File: config.mk
export PLATFORM = sky130hd
export DESIGN_NAME = tcr_regs
export DESIGN_NICKNAME = d
export VERILOG_FILES = /design/src/rtl/tcr_pkg.sv /design/src/rtl/tcr_regs.sv
export SDC_FILE = /design/constraint.sdc
export NUM_CORES = 1
export LEC_CHECK = 0
export ABC_AREA = 1
export BUFFER_PORTS_ARGS = -buffer_cell sky130_fd_sc_hd__buf_2
export CORE_MARGIN = 2
export CORE_UTILIZATION = 33
export CTS_CLUSTER_SIZE = 24
export DETAILED_ROUTE_END_ITERATION = 10
export PLACE_DENSITY_LB_ADDON = 0.2
export SETUP_SLACK_MARGIN = 0.15
export SLEW_MARGIN = 20
export SYNTH_ARGS = -nofsm -noshare
export SYNTH_HDL_FRONTEND = slang
export SYNTH_SLANG_ARGS = --single-unit
File: constraint.sdc
create_clock -name core_clk_i -period 1.8 [get_ports core_clk_i]
set_input_delay 0.36 -clock core_clk_i [delete_from_list [all_inputs] [get_ports core_clk_i]]
set_output_delay 0.36 -clock core_clk_i [all_outputs]
set_load 0.01 [all_outputs]
File: src/rtl/tcr_pkg.sv
// Purpose: constants and types of the touch controller config registers
// Assumes: 8-bit register port fed by the serial front end on core_clk_i
// Notes:   reset values are plain defaults
package tcr_pkg;
  // register offsets
  localparam logic [7:0] OFF_IRQ_SRC  = 8'h00;
  localparam logic [7:0] OFF_PIN_FN   = 8'h07;
  localparam logic [7:0] OFF_PWR_KEY  = 8'h08;
  localparam logic [7:0] OFF_IRQ_MASK = 8'h09;
  localparam logic [7:0] OFF_LED_MAP1 = 8'h0c;
  localparam logic [7:0] OFF_LED_MAP2 = 8'h0d;
  localparam logic [7:0] OFF_PWM_DIV  = 8'h0e;
  localparam logic [7:0] OFF_SOFT_RST = 8'hff;
  // field positions and writable masks
  localparam int         FN_LSB       = 5;
  localparam int         PSTATE_BIT   = 4;
  localparam logic [7:0] PIN_FN_WMASK = 8'h70;
  localparam logic [7:0] MASK_WMASK   = 8'hfc;
  localparam int         EVT_RESET    = 7;
  localparam logic [7:0] EVT_USED     = 8'h7c;
  // soft reset key pair
  localparam logic [7:0] SRST_KEY1    = 8'hde;
  localparam logic [7:0] SRST_KEY2    = 8'h00;
  // reset values
  localparam logic [7:0] RST_PIN_FN   = 8'h00;
  localparam logic [7:0] RST_PWR_KEY  = 8'h00;
  localparam logic [7:0] RST_IRQ_MASK = 8'h00;
  localparam logic [7:0] RST_LED_MAP  = 8'h00;
  localparam logic [7:0] RST_PWM_DIV  = 8'h00;
  localparam logic [7:0] RST_IRQ_SRC  = 8'h80;
  // timing
  localparam int CLK_HZ  = 10_000_000;
  localparam int OSC_HZ  = 2_000_000;
  localparam int OSC_DIV = CLK_HZ / OSC_HZ;
  localparam logic [2:0] OSC_LAST = 3'(OSC_DIV - 1);

  typedef enum logic [1:0] {
    FN_IRQ  = 2'h0,
    FN_BUZ  = 2'h1,
    FN_ANA2 = 2'h2,
    FN_PWR  = 2'h3
  } tcr_fn_e;

  typedef enum logic {
    SR_IDLE  = 1'h0,
    SR_ARMED = 1'h1
  } tcr_srst_e;

  typedef struct packed {
    logic       wr;
    logic       rd;
    logic [7:0] addr;
    logic [7:0] wdata;
  } tcr_req_s;
endpackage : tcr_pkg

File: src/rtl/tcr_regs.sv
// Purpose: host configuration registers of the touch controller
// Assumes: reg_req_i comes from a serial slave on core_clk_i, one-cycle
//          strobes; events and touch levels are on core_clk_i
// Notes:   multipurpose pin input is asynchronous and synchronised here
`timescale 1ns/1ps
`default_nettype none
// Contract
// [RL1] two-bit field selects multipurpose pin role
// [RL2] irq role pulls low, released on source read
// [RL3] power bit follows pin or host write
// [RL4] pin high means power on, low off
// [RL5] host writes reserved bits as zero
// [RL6] power-key map channel touch pulses power-on
// [RL7] channel 7 enable makes it main button
// [RL8] mask bits enable reset/touch/release/near/far/comp
// [RL9] unmasked events reach pin only irq role
// [RL10] 0xde then 0x00 at 0xff resets device
// [RL11] engine one map assigns channel leds
// [RL12] engine two map assigns channel leds
// [RL13] channel may sit in both engines
// [RL14] pwm rate is 2MHz over divider n
// [RL15] buzzer role drives buzzer waveform out
// [RL16] analog role hands pin to second output
// [RL17] source flags all events, mask notwithstanding
// [RL18] wrong second key discards soft reset; here a second key of 0xde keeps the sequence armed
// [RL19] divider zero acts as largest divisor
module tcr_regs (
  // clock, reset, enable
  input  wire logic             core_clk_i,
  input  wire logic             rstn_i,
  input  wire logic             clk_en_i,
  // register port
  input  wire tcr_pkg::tcr_req_s reg_req_i,
  output logic [7:0]            reg_rdata_o,
  output logic                  reg_rvalid_o,
  // sensing side
  input  wire logic [7:0]       touch_i,
  input  wire logic [7:0]       evt_i,
  input  wire logic             ch7_pwr_en_i,
  input  wire logic             buzzer_wave_i,
  // multipurpose pin
  input  wire logic             mpin_i,
  output logic                  mpin_o,
  output logic                  mpin_oe_o,
  output logic                  ana2_sel_o,
  // system side
  output logic                  power_on_pulse_o,
  output logic                  main_button_o,
  output logic                  sys_power_state_o,
  output logic                  soft_reset_o,
  output logic [7:0]            led_eng1_map_o,
  output logic [7:0]            led_eng2_map_o,
  output logic                  led_pwm_tick_o
);
  function automatic logic hit(input tcr_pkg::tcr_req_s r,
                               input logic [7:0] off);
    hit = r.addr == off;
  endfunction : hit

  logic [7:0]         fn_q, fn_d, key_q, key_d, msk_q, msk_d;
  logic [7:0]         m1_q, m1_d, m2_q, m2_d, div_q, div_d;
  logic [7:0]         src_q, src_d, tprev_q, tprev_d;
  logic [7:0]         rdat_q, rdat_d, pcnt_q, pcnt_d, plast;
  logic [2:0]         ocnt_q, ocnt_d;
  logic               otick_q, otick_d;
  tcr_pkg::tcr_srst_e sr_q, sr_d;
  logic               s1_q, s2_q;
  logic               rv_q, rv_d, pon_q, pon_d, mb_q, mb_d;
  logic               pst_q, pst_d, srst_q, srst_d, tick_q, tick_d;
  logic               oe_q, oe_d, out_q, out_d, ana_q, ana_d;
  logic               wr_ff, src_rd, fire;
  logic [7:0]         rise;
  tcr_pkg::tcr_fn_e   role;

  assign role = tcr_pkg::tcr_fn_e'(fn_q[tcr_pkg::FN_LSB +: 2]);
  assign rise = touch_i & ~tprev_q;
  assign wr_ff = reg_req_i.wr && hit(reg_req_i, tcr_pkg::OFF_SOFT_RST);
  assign src_rd = reg_req_i.rd && hit(reg_req_i, tcr_pkg::OFF_IRQ_SRC);
  assign fire = wr_ff && sr_q == tcr_pkg::SR_ARMED
                && reg_req_i.wdata == tcr_pkg::SRST_KEY2;
  // divider zero stands for 256 steps
  assign plast = div_q - 8'h01; // see [RL19]

  always_comb begin
    fn_d = fn_q;
    key_d = key_q;
    msk_d = msk_q;
    m1_d = m1_q;
    m2_d = m2_q;
    div_d = div_q;
    sr_d = sr_q;
    srst_d = 1'b0;
    if (reg_req_i.wr) begin
      // reserved bits are held at zero whatever the host sends
      if (hit(reg_req_i, tcr_pkg::OFF_PIN_FN)) begin
        fn_d = reg_req_i.wdata & tcr_pkg::PIN_FN_WMASK; // see [RL5]
      end
      if (hit(reg_req_i, tcr_pkg::OFF_PWR_KEY)) begin
        key_d = reg_req_i.wdata;
      end
      if (hit(reg_req_i, tcr_pkg::OFF_IRQ_MASK)) begin
        msk_d = reg_req_i.wdata & tcr_pkg::MASK_WMASK; // see [RL8]
      end
      if (hit(reg_req_i, tcr_pkg::OFF_LED_MAP1)) begin
        m1_d = reg_req_i.wdata; // see [RL11]
      end
      if (hit(reg_req_i, tcr_pkg::OFF_LED_MAP2)) begin
        m2_d = reg_req_i.wdata; // see [RL12]
      end
      if (hit(reg_req_i, tcr_pkg::OFF_PWM_DIV)) begin
        div_d = reg_req_i.wdata;
      end
    end
    if (wr_ff) begin
      case (sr_q)
        tcr_pkg::SR_IDLE: begin
          if (reg_req_i.wdata == tcr_pkg::SRST_KEY1) begin
            sr_d = tcr_pkg::SR_ARMED;
          end
        end
        tcr_pkg::SR_ARMED: begin
          // a second byte other than 0x00 or 0xde drops the sequence; 0xde keeps it armed
          sr_d = (reg_req_i.wdata == tcr_pkg::SRST_KEY1) ?
                 tcr_pkg::SR_ARMED : tcr_pkg::SR_IDLE; // see [RL18]
        end
        default: sr_d = tcr_pkg::SR_IDLE;
      endcase
    end
    if (fire) begin
      // config returns to defaults; the loader then refills it
      srst_d = 1'b1; // see [RL10]
      sr_d = tcr_pkg::SR_IDLE;
      fn_d = tcr_pkg::RST_PIN_FN;
      key_d = tcr_pkg::RST_PWR_KEY;
      msk_d = tcr_pkg::RST_IRQ_MASK;
      m1_d = tcr_pkg::RST_LED_MAP;
      m2_d = tcr_pkg::RST_LED_MAP;
      div_d = tcr_pkg::RST_PWM_DIV;
    end
  end

  always_comb begin
    tprev_d = touch_i;
    // set wins over the clear by read, mask not applied here
    src_d = src_rd ? 8'h00 : src_q;
    src_d = src_d | (evt_i & tcr_pkg::EVT_USED); // see [RL17]
    if (fire) begin
      src_d[tcr_pkg::EVT_RESET] = 1'b1;
    end
    pon_d = |(rise & key_q); // see [RL6]
    mb_d = ch7_pwr_en_i & touch_i[7]; // see [RL7]
    // pin level high is power on in the input role
    pst_d = (role == tcr_pkg::FN_PWR) ? s2_q
            : fn_q[tcr_pkg::PSTATE_BIT]; // see [RL3] [RL4]
    oe_d = 1'b0;
    out_d = 1'b0;
    ana_d = 1'b0;
    case (role) // see [RL1]
      tcr_pkg::FN_IRQ: oe_d = |(src_q & msk_q); // see [RL2] [RL9]
      tcr_pkg::FN_BUZ: begin
        oe_d = 1'b1;
        out_d = buzzer_wave_i; // see [RL15]
      end
      tcr_pkg::FN_ANA2: ana_d = 1'b1; // see [RL16]
      tcr_pkg::FN_PWR: oe_d = 1'b0;
      default: oe_d = 1'b0;
    endcase
    rv_d = reg_req_i.rd;
    rdat_d = rdat_q;
    if (reg_req_i.rd) begin
      case (reg_req_i.addr)
        tcr_pkg::OFF_IRQ_SRC:  rdat_d = src_q;
        tcr_pkg::OFF_PIN_FN: begin
          rdat_d = fn_q;
          rdat_d[tcr_pkg::PSTATE_BIT] = pst_q;
        end
        tcr_pkg::OFF_PWR_KEY:  rdat_d = key_q;
        tcr_pkg::OFF_IRQ_MASK: rdat_d = msk_q;
        tcr_pkg::OFF_LED_MAP1: rdat_d = m1_q;
        tcr_pkg::OFF_LED_MAP2: rdat_d = m2_q;
        tcr_pkg::OFF_PWM_DIV:  rdat_d = div_q;
        default:               rdat_d = 8'h00;
      endcase
    end
    // 2MHz tick from the core clock, then divide by n
    otick_d = ocnt_q == tcr_pkg::OSC_LAST;
    ocnt_d = otick_d ? 3'h0 : ocnt_q + 3'h1;
    pcnt_d = pcnt_q;
    tick_d = 1'b0;
    if (otick_q) begin
      tick_d = pcnt_q == plast; // see [RL14]
      pcnt_d = tick_d ? 8'h00 : pcnt_q + 8'h01;
    end
  end

  always_ff @(posedge core_clk_i or negedge rstn_i) begin
    if (!rstn_i) begin
      fn_q <= tcr_pkg::RST_PIN_FN;
      key_q <= tcr_pkg::RST_PWR_KEY;
      msk_q <= tcr_pkg::RST_IRQ_MASK;
      m1_q <= tcr_pkg::RST_LED_MAP;
      m2_q <= tcr_pkg::RST_LED_MAP;
      div_q <= tcr_pkg::RST_PWM_DIV;
      sr_q <= tcr_pkg::SR_IDLE;
      srst_q <= 1'b0;
    end else if (clk_en_i) begin
      fn_q <= fn_d;
      key_q <= key_d;
      msk_q <= msk_d;
      m1_q <= m1_d;
      m2_q <= m2_d;
      div_q <= div_d;
      sr_q <= sr_d;
      srst_q <= srst_d;
    end
  end

  always_ff @(posedge core_clk_i or negedge rstn_i) begin
    if (!rstn_i) begin
      s1_q <= 1'b0;
      s2_q <= 1'b0;
      tprev_q <= 8'h00;
      src_q <= tcr_pkg::RST_IRQ_SRC;
      pon_q <= 1'b0;
      mb_q <= 1'b0;
      pst_q <= 1'b0;
      oe_q <= 1'b0;
      out_q <= 1'b0;
      ana_q <= 1'b0;
      rv_q <= 1'b0;
      rdat_q <= 8'h00;
      ocnt_q <= 3'h0;
      otick_q <= 1'b0;
      pcnt_q <= 8'h00;
      tick_q <= 1'b0;
    end else if (clk_en_i) begin
      s1_q <= mpin_i;
      s2_q <= s1_q;
      tprev_q <= tprev_d;
      src_q <= src_d;
      pon_q <= pon_d;
      mb_q <= mb_d;
      pst_q <= pst_d;
      oe_q <= oe_d;
      out_q <= out_d;
      ana_q <= ana_d;
      rv_q <= rv_d;
      rdat_q <= rdat_d;
      ocnt_q <= ocnt_d;
      otick_q <= otick_d;
      pcnt_q <= pcnt_d;
      tick_q <= tick_d;
    end
  end

  assign reg_rdata_o = rdat_q;
  assign reg_rvalid_o = rv_q;
  assign mpin_o = out_q;
  assign mpin_oe_o = oe_q;
  assign ana2_sel_o = ana_q;
  assign power_on_pulse_o = pon_q;
  assign main_button_o = mb_q;
  assign sys_power_state_o = pst_q;
  assign soft_reset_o = srst_q;
  // both maps are independent, so a channel may sit in both
  assign led_eng1_map_o = m1_q; // see [RL13]
  assign led_eng2_map_o = m2_q;
  assign led_pwm_tick_o = tick_q;
endmodule : tcr_regs
`default_nettype wire

==> metrics.md <==
| Metric | Value |
|---|---|
| # nets final | 718 |
| Layout area overhead | 22.21% |
| Rows | 42 |
| Critical path, cell by cell | inv_2 -> ha_4 -> xnor2_1 -> nor2_1 -> nand3_1 -> nor2_4 -> nand3_4 -> nand2_1 -> inv_1 |
| Filler instances | 1381 |
| Synth cell count leaders | 210 x nand2_1, 86 x dfrtp_1, 62 x inv_1, 50 x nand3_1, 31 x nor2_1 |
| Max Cap Viol | 0 |
| CTS tree | yes |
| Pre-CTS setup slack | 27.56 ps |
| WL/cell | 14.32 um |
| First-pass iteration count of the detailed router | 5 |
| Die ar. | 14630 um^2 |
| Clock latency on the worst-skew pair | 350 ps |
| Clock power frac | 36.2% |
| Peak supply drop | 0.4396 mV |
| Critical Setup Path Class | reg -> reg |
| Iter 0 DRT Violations | 271 |
| Core area | 13300 um^2 |
| Post-route DRC | 0 |
| Count leader, synth | nand2_1 |
| Post-synth ARST share | 100.0% |
| Max_slew headroom | 68.09% |
| CP arrival | 1780 ps |
| CTS max path bufs | 2 |
| Post-Synth XOR/XNOR Area | 1.553% |
| Sw frac | 29.91% |
| Post-route setup TNS | 0 ps |
| CTS Buf Count | 9 |
| I/O Buffers | 69 |
| Status | finished clean |
| Largest net degree at the start of global routing | 43 |
| Min-Delay Path Depth | 3 |
| Tot Pwr | 4.961 mW |
| Internal | 3.477 mW |
| DRT Wirelength | 12.24 mm |
| Storage cell area | 2178 um^2 |
| Gate power share | 17.6% |
| Final setup violation count | 0 |
| Die extent in x | 120.9 um |
| Clk sinks | 87 |
| Max stage delay cell, worst path | dfrtp_1 |
| Num ports | 73 |
| Register area share after synthesis | 48.27% |
| Worst-path maximum fanout | 7 |
| Mux share of post-synthesis cell area | 0% |
| Flops & latches, synth | 87 |
| Global-route wire length before repair | 19.65 mm |
| Min-delay worst type | in -> reg |
| Sequential share of power | 46.2% |
| Post-synthesis compound-gate area fraction | 10.45% |
| Post-synthesis average cell area | 7.728 um^2 |
| GP Congestion | 0.8437 |
| Post-route ant nets | 0 |
| Synth warnings | 0 |
| Switch Pwr | 1.484 mW |
| Slowest stage delay, CP | 410 ps |
| Final min period | 1536 ps |
| Worst slew pin tran | 478.1 ps |
| Depth of the CTS H-tree | 3 |
| Hold Violations, Final | 0 |
| P per Cell Area | 899.4 nW/um^2 |
| Final Slew Violations | 0 |
| Maximum clock rate | 0.6512 GHz |
| Number of synthesized flops with an enable pin | 0 |
| Post-layout util | 41.48% |
| Final Skew | 7.096 ps |
| Number of antenna diodes | 0 |
| RSZ-0062 raised after global routing | false |
| Tot GR Track Use | 17.66% |
| CP Capture Type | flip-flop |
| Ranking of synthesized cells by area | dfrtp_1 48%, nand2_1 17%, nand3_1 5.5% |
| Height of the die | 120.9 um |
| Largest family of logic cells by synthesized area | simple AND/OR/NAND/NOR gates |
| Initial core utilization | 33.95% |
| Area of the multi-input gates | 2029 um^2 |
| Crit share post-route | 85.32% |
| Initial antenna violation count | 0 |
| Synth area leader | dfrtp_1 |
| Root Driver | clkbuf_16 |
| Final WS setup | 264.3 ps |
| Share of layout cells above drive strength 1 | 23.42% |
| Reg clk slew, reported paths | 60 ps |
| Post-synthesis adder-cell area fraction | 1.109% |
| Mapped Nets | 628 |
| Synth Instances | 584 |
| Routed vias/inst | 4.699 |
| Vias post-DR | 4018 |
| Hpwl dp | 9.276 mm |
| Post-synth top area share | 47.69% |
| Setup crit start kind | flip-flop |
| Distinct cells, synth | 28 |
| Cell count of the worst reg-to-reg path | 9 |
| Simple-Gate Fraction of Synth Area | 30.69% |
| Vias in the first global route | 3939 |
| Leakage | 3.004 nW |
| Post-synth top flop | dfrtp_1 |
| Syn Std Cell Area | 4513 um^2 |
| Global route overflow | 0 |
| Worst Path Required | 2040 ps |
==> cell type report <==
| class | instances | area share, % |
|---|---|---|
| clock buffers | 12 | 4.651 |
| well taps | 176 | 3.993 |
| inverters | 71 | 4.832 |
| flip-flops and latches | 87 | 39.50 |
| multi-input cells | 413 | 36.80 |
| repair buffers | 92 | 9.710 |
| clock inverters | 4 | 0.5218 |
==> metrics by stage <==
step | hold slack (ps) | instance area [um^2] | std cells
final | 211.9 | 5515 | 855
after global routing | 220.1 | 5515 | 855
after CTS | 206.5 | 5470 | 855
after detailed placement | 328.3 | 5160 | 837
after global placement | 325.3 | 5160 | 837
after floorplan | 64.41 | 4513 | 584
==> critical path: cells and delay by family (launching register included) <==
kind | cells | cell delay (ps)
xor gates and xnor gates | 1 | 120
adders and majority gates | 1 | 190
and+or+nand+nor | 5 | 590
DFF | 1 | 410
buffers and inverters | 2 | 120
==> layout by cell type, fill, tap and decap left out, drive strengths merged, types with 4 or more instances in the layout <==
master  Yosys  layout
dfrtp      86      86
clkbuf      4      12
buf         9      91
ha          4       4
nand2     222     222
nor3       10      10
nand3      50      50
a21oi       4       4
o21ai      68      68
xnor2       5       5
nor2       32      32
nand4      10      10
inv        70      71
==> cell families (layout without fill, tap and decap cells) <==
| group | count (synthesis) | after routing |
|---|---|---|
| simple gates | 324 | 324 |
| flops | 87 | 87 |
| buf+inv | 84 | 179 |
| compound gates | 77 | 77 |
| xor+xnor | 8 | 8 |
| fa+ha+maj | 4 | 4 |
==> registers in the layout, summed over array words and instances, names as in the netlist, 3 cells and up <==
register / cells
fn_q: 3
msk_q: 6
pcnt_q: 8
reg_rdata_o: 8
led_eng2_map_o: 8
div_q: 8
src_q: 6
key_q: 8
led_eng1_map_o: 8
ocnt_q: 3
tprev_q: 8
==> per-layer routing <==
layer  vias to the layer above  track usage [%]  routed length [um]
li1                       2038                -                   -
met5                         -                0                   0
met4                         0            6.904                 224
met2                        85            26.54                5285
met1                      1881            24.89                6076
met3                        14            3.665                 654
==> power groups by stage <==
stage	Clock, mW	Sequential, mW	Combinational (mW)
floorplan	0	2.27	0.571
global placement	0	2.32	0.777
detailed placement	0	2.32	0.821
CTS	1.84	2.29	0.835
global route	1.91	2.32	0.997
finish	1.80	2.29	0.872
==> final timing paths <==
kind,from,endpoint,slack (ps)
worst min register to register,reg_rdata_o[2],reg_rdata_o[2],470
worst max-delay path,div_q[1],pcnt_q[7],260
max in group asynchronous,rstn_i,ocnt_q[0],740
worst max register to register,div_q[1],pcnt_q[7],260
min in group asynchronous,rstn_i,key_q[6],480
worst min-delay path,mpin_i,s1_q,210
==> what timing repair did <==
action                                  4_1_cts  5_1_grt
endpoints found under the setup margin        7       15
pin swaps                                     0        3
hold buffers                                  1        0
buffers inserted                              1        0
cloned                                        0        0
gates resized for setup                       2       11
hold endpoints to repair                     27        0
Note: power is estimated with default switching activity, not from simulation.
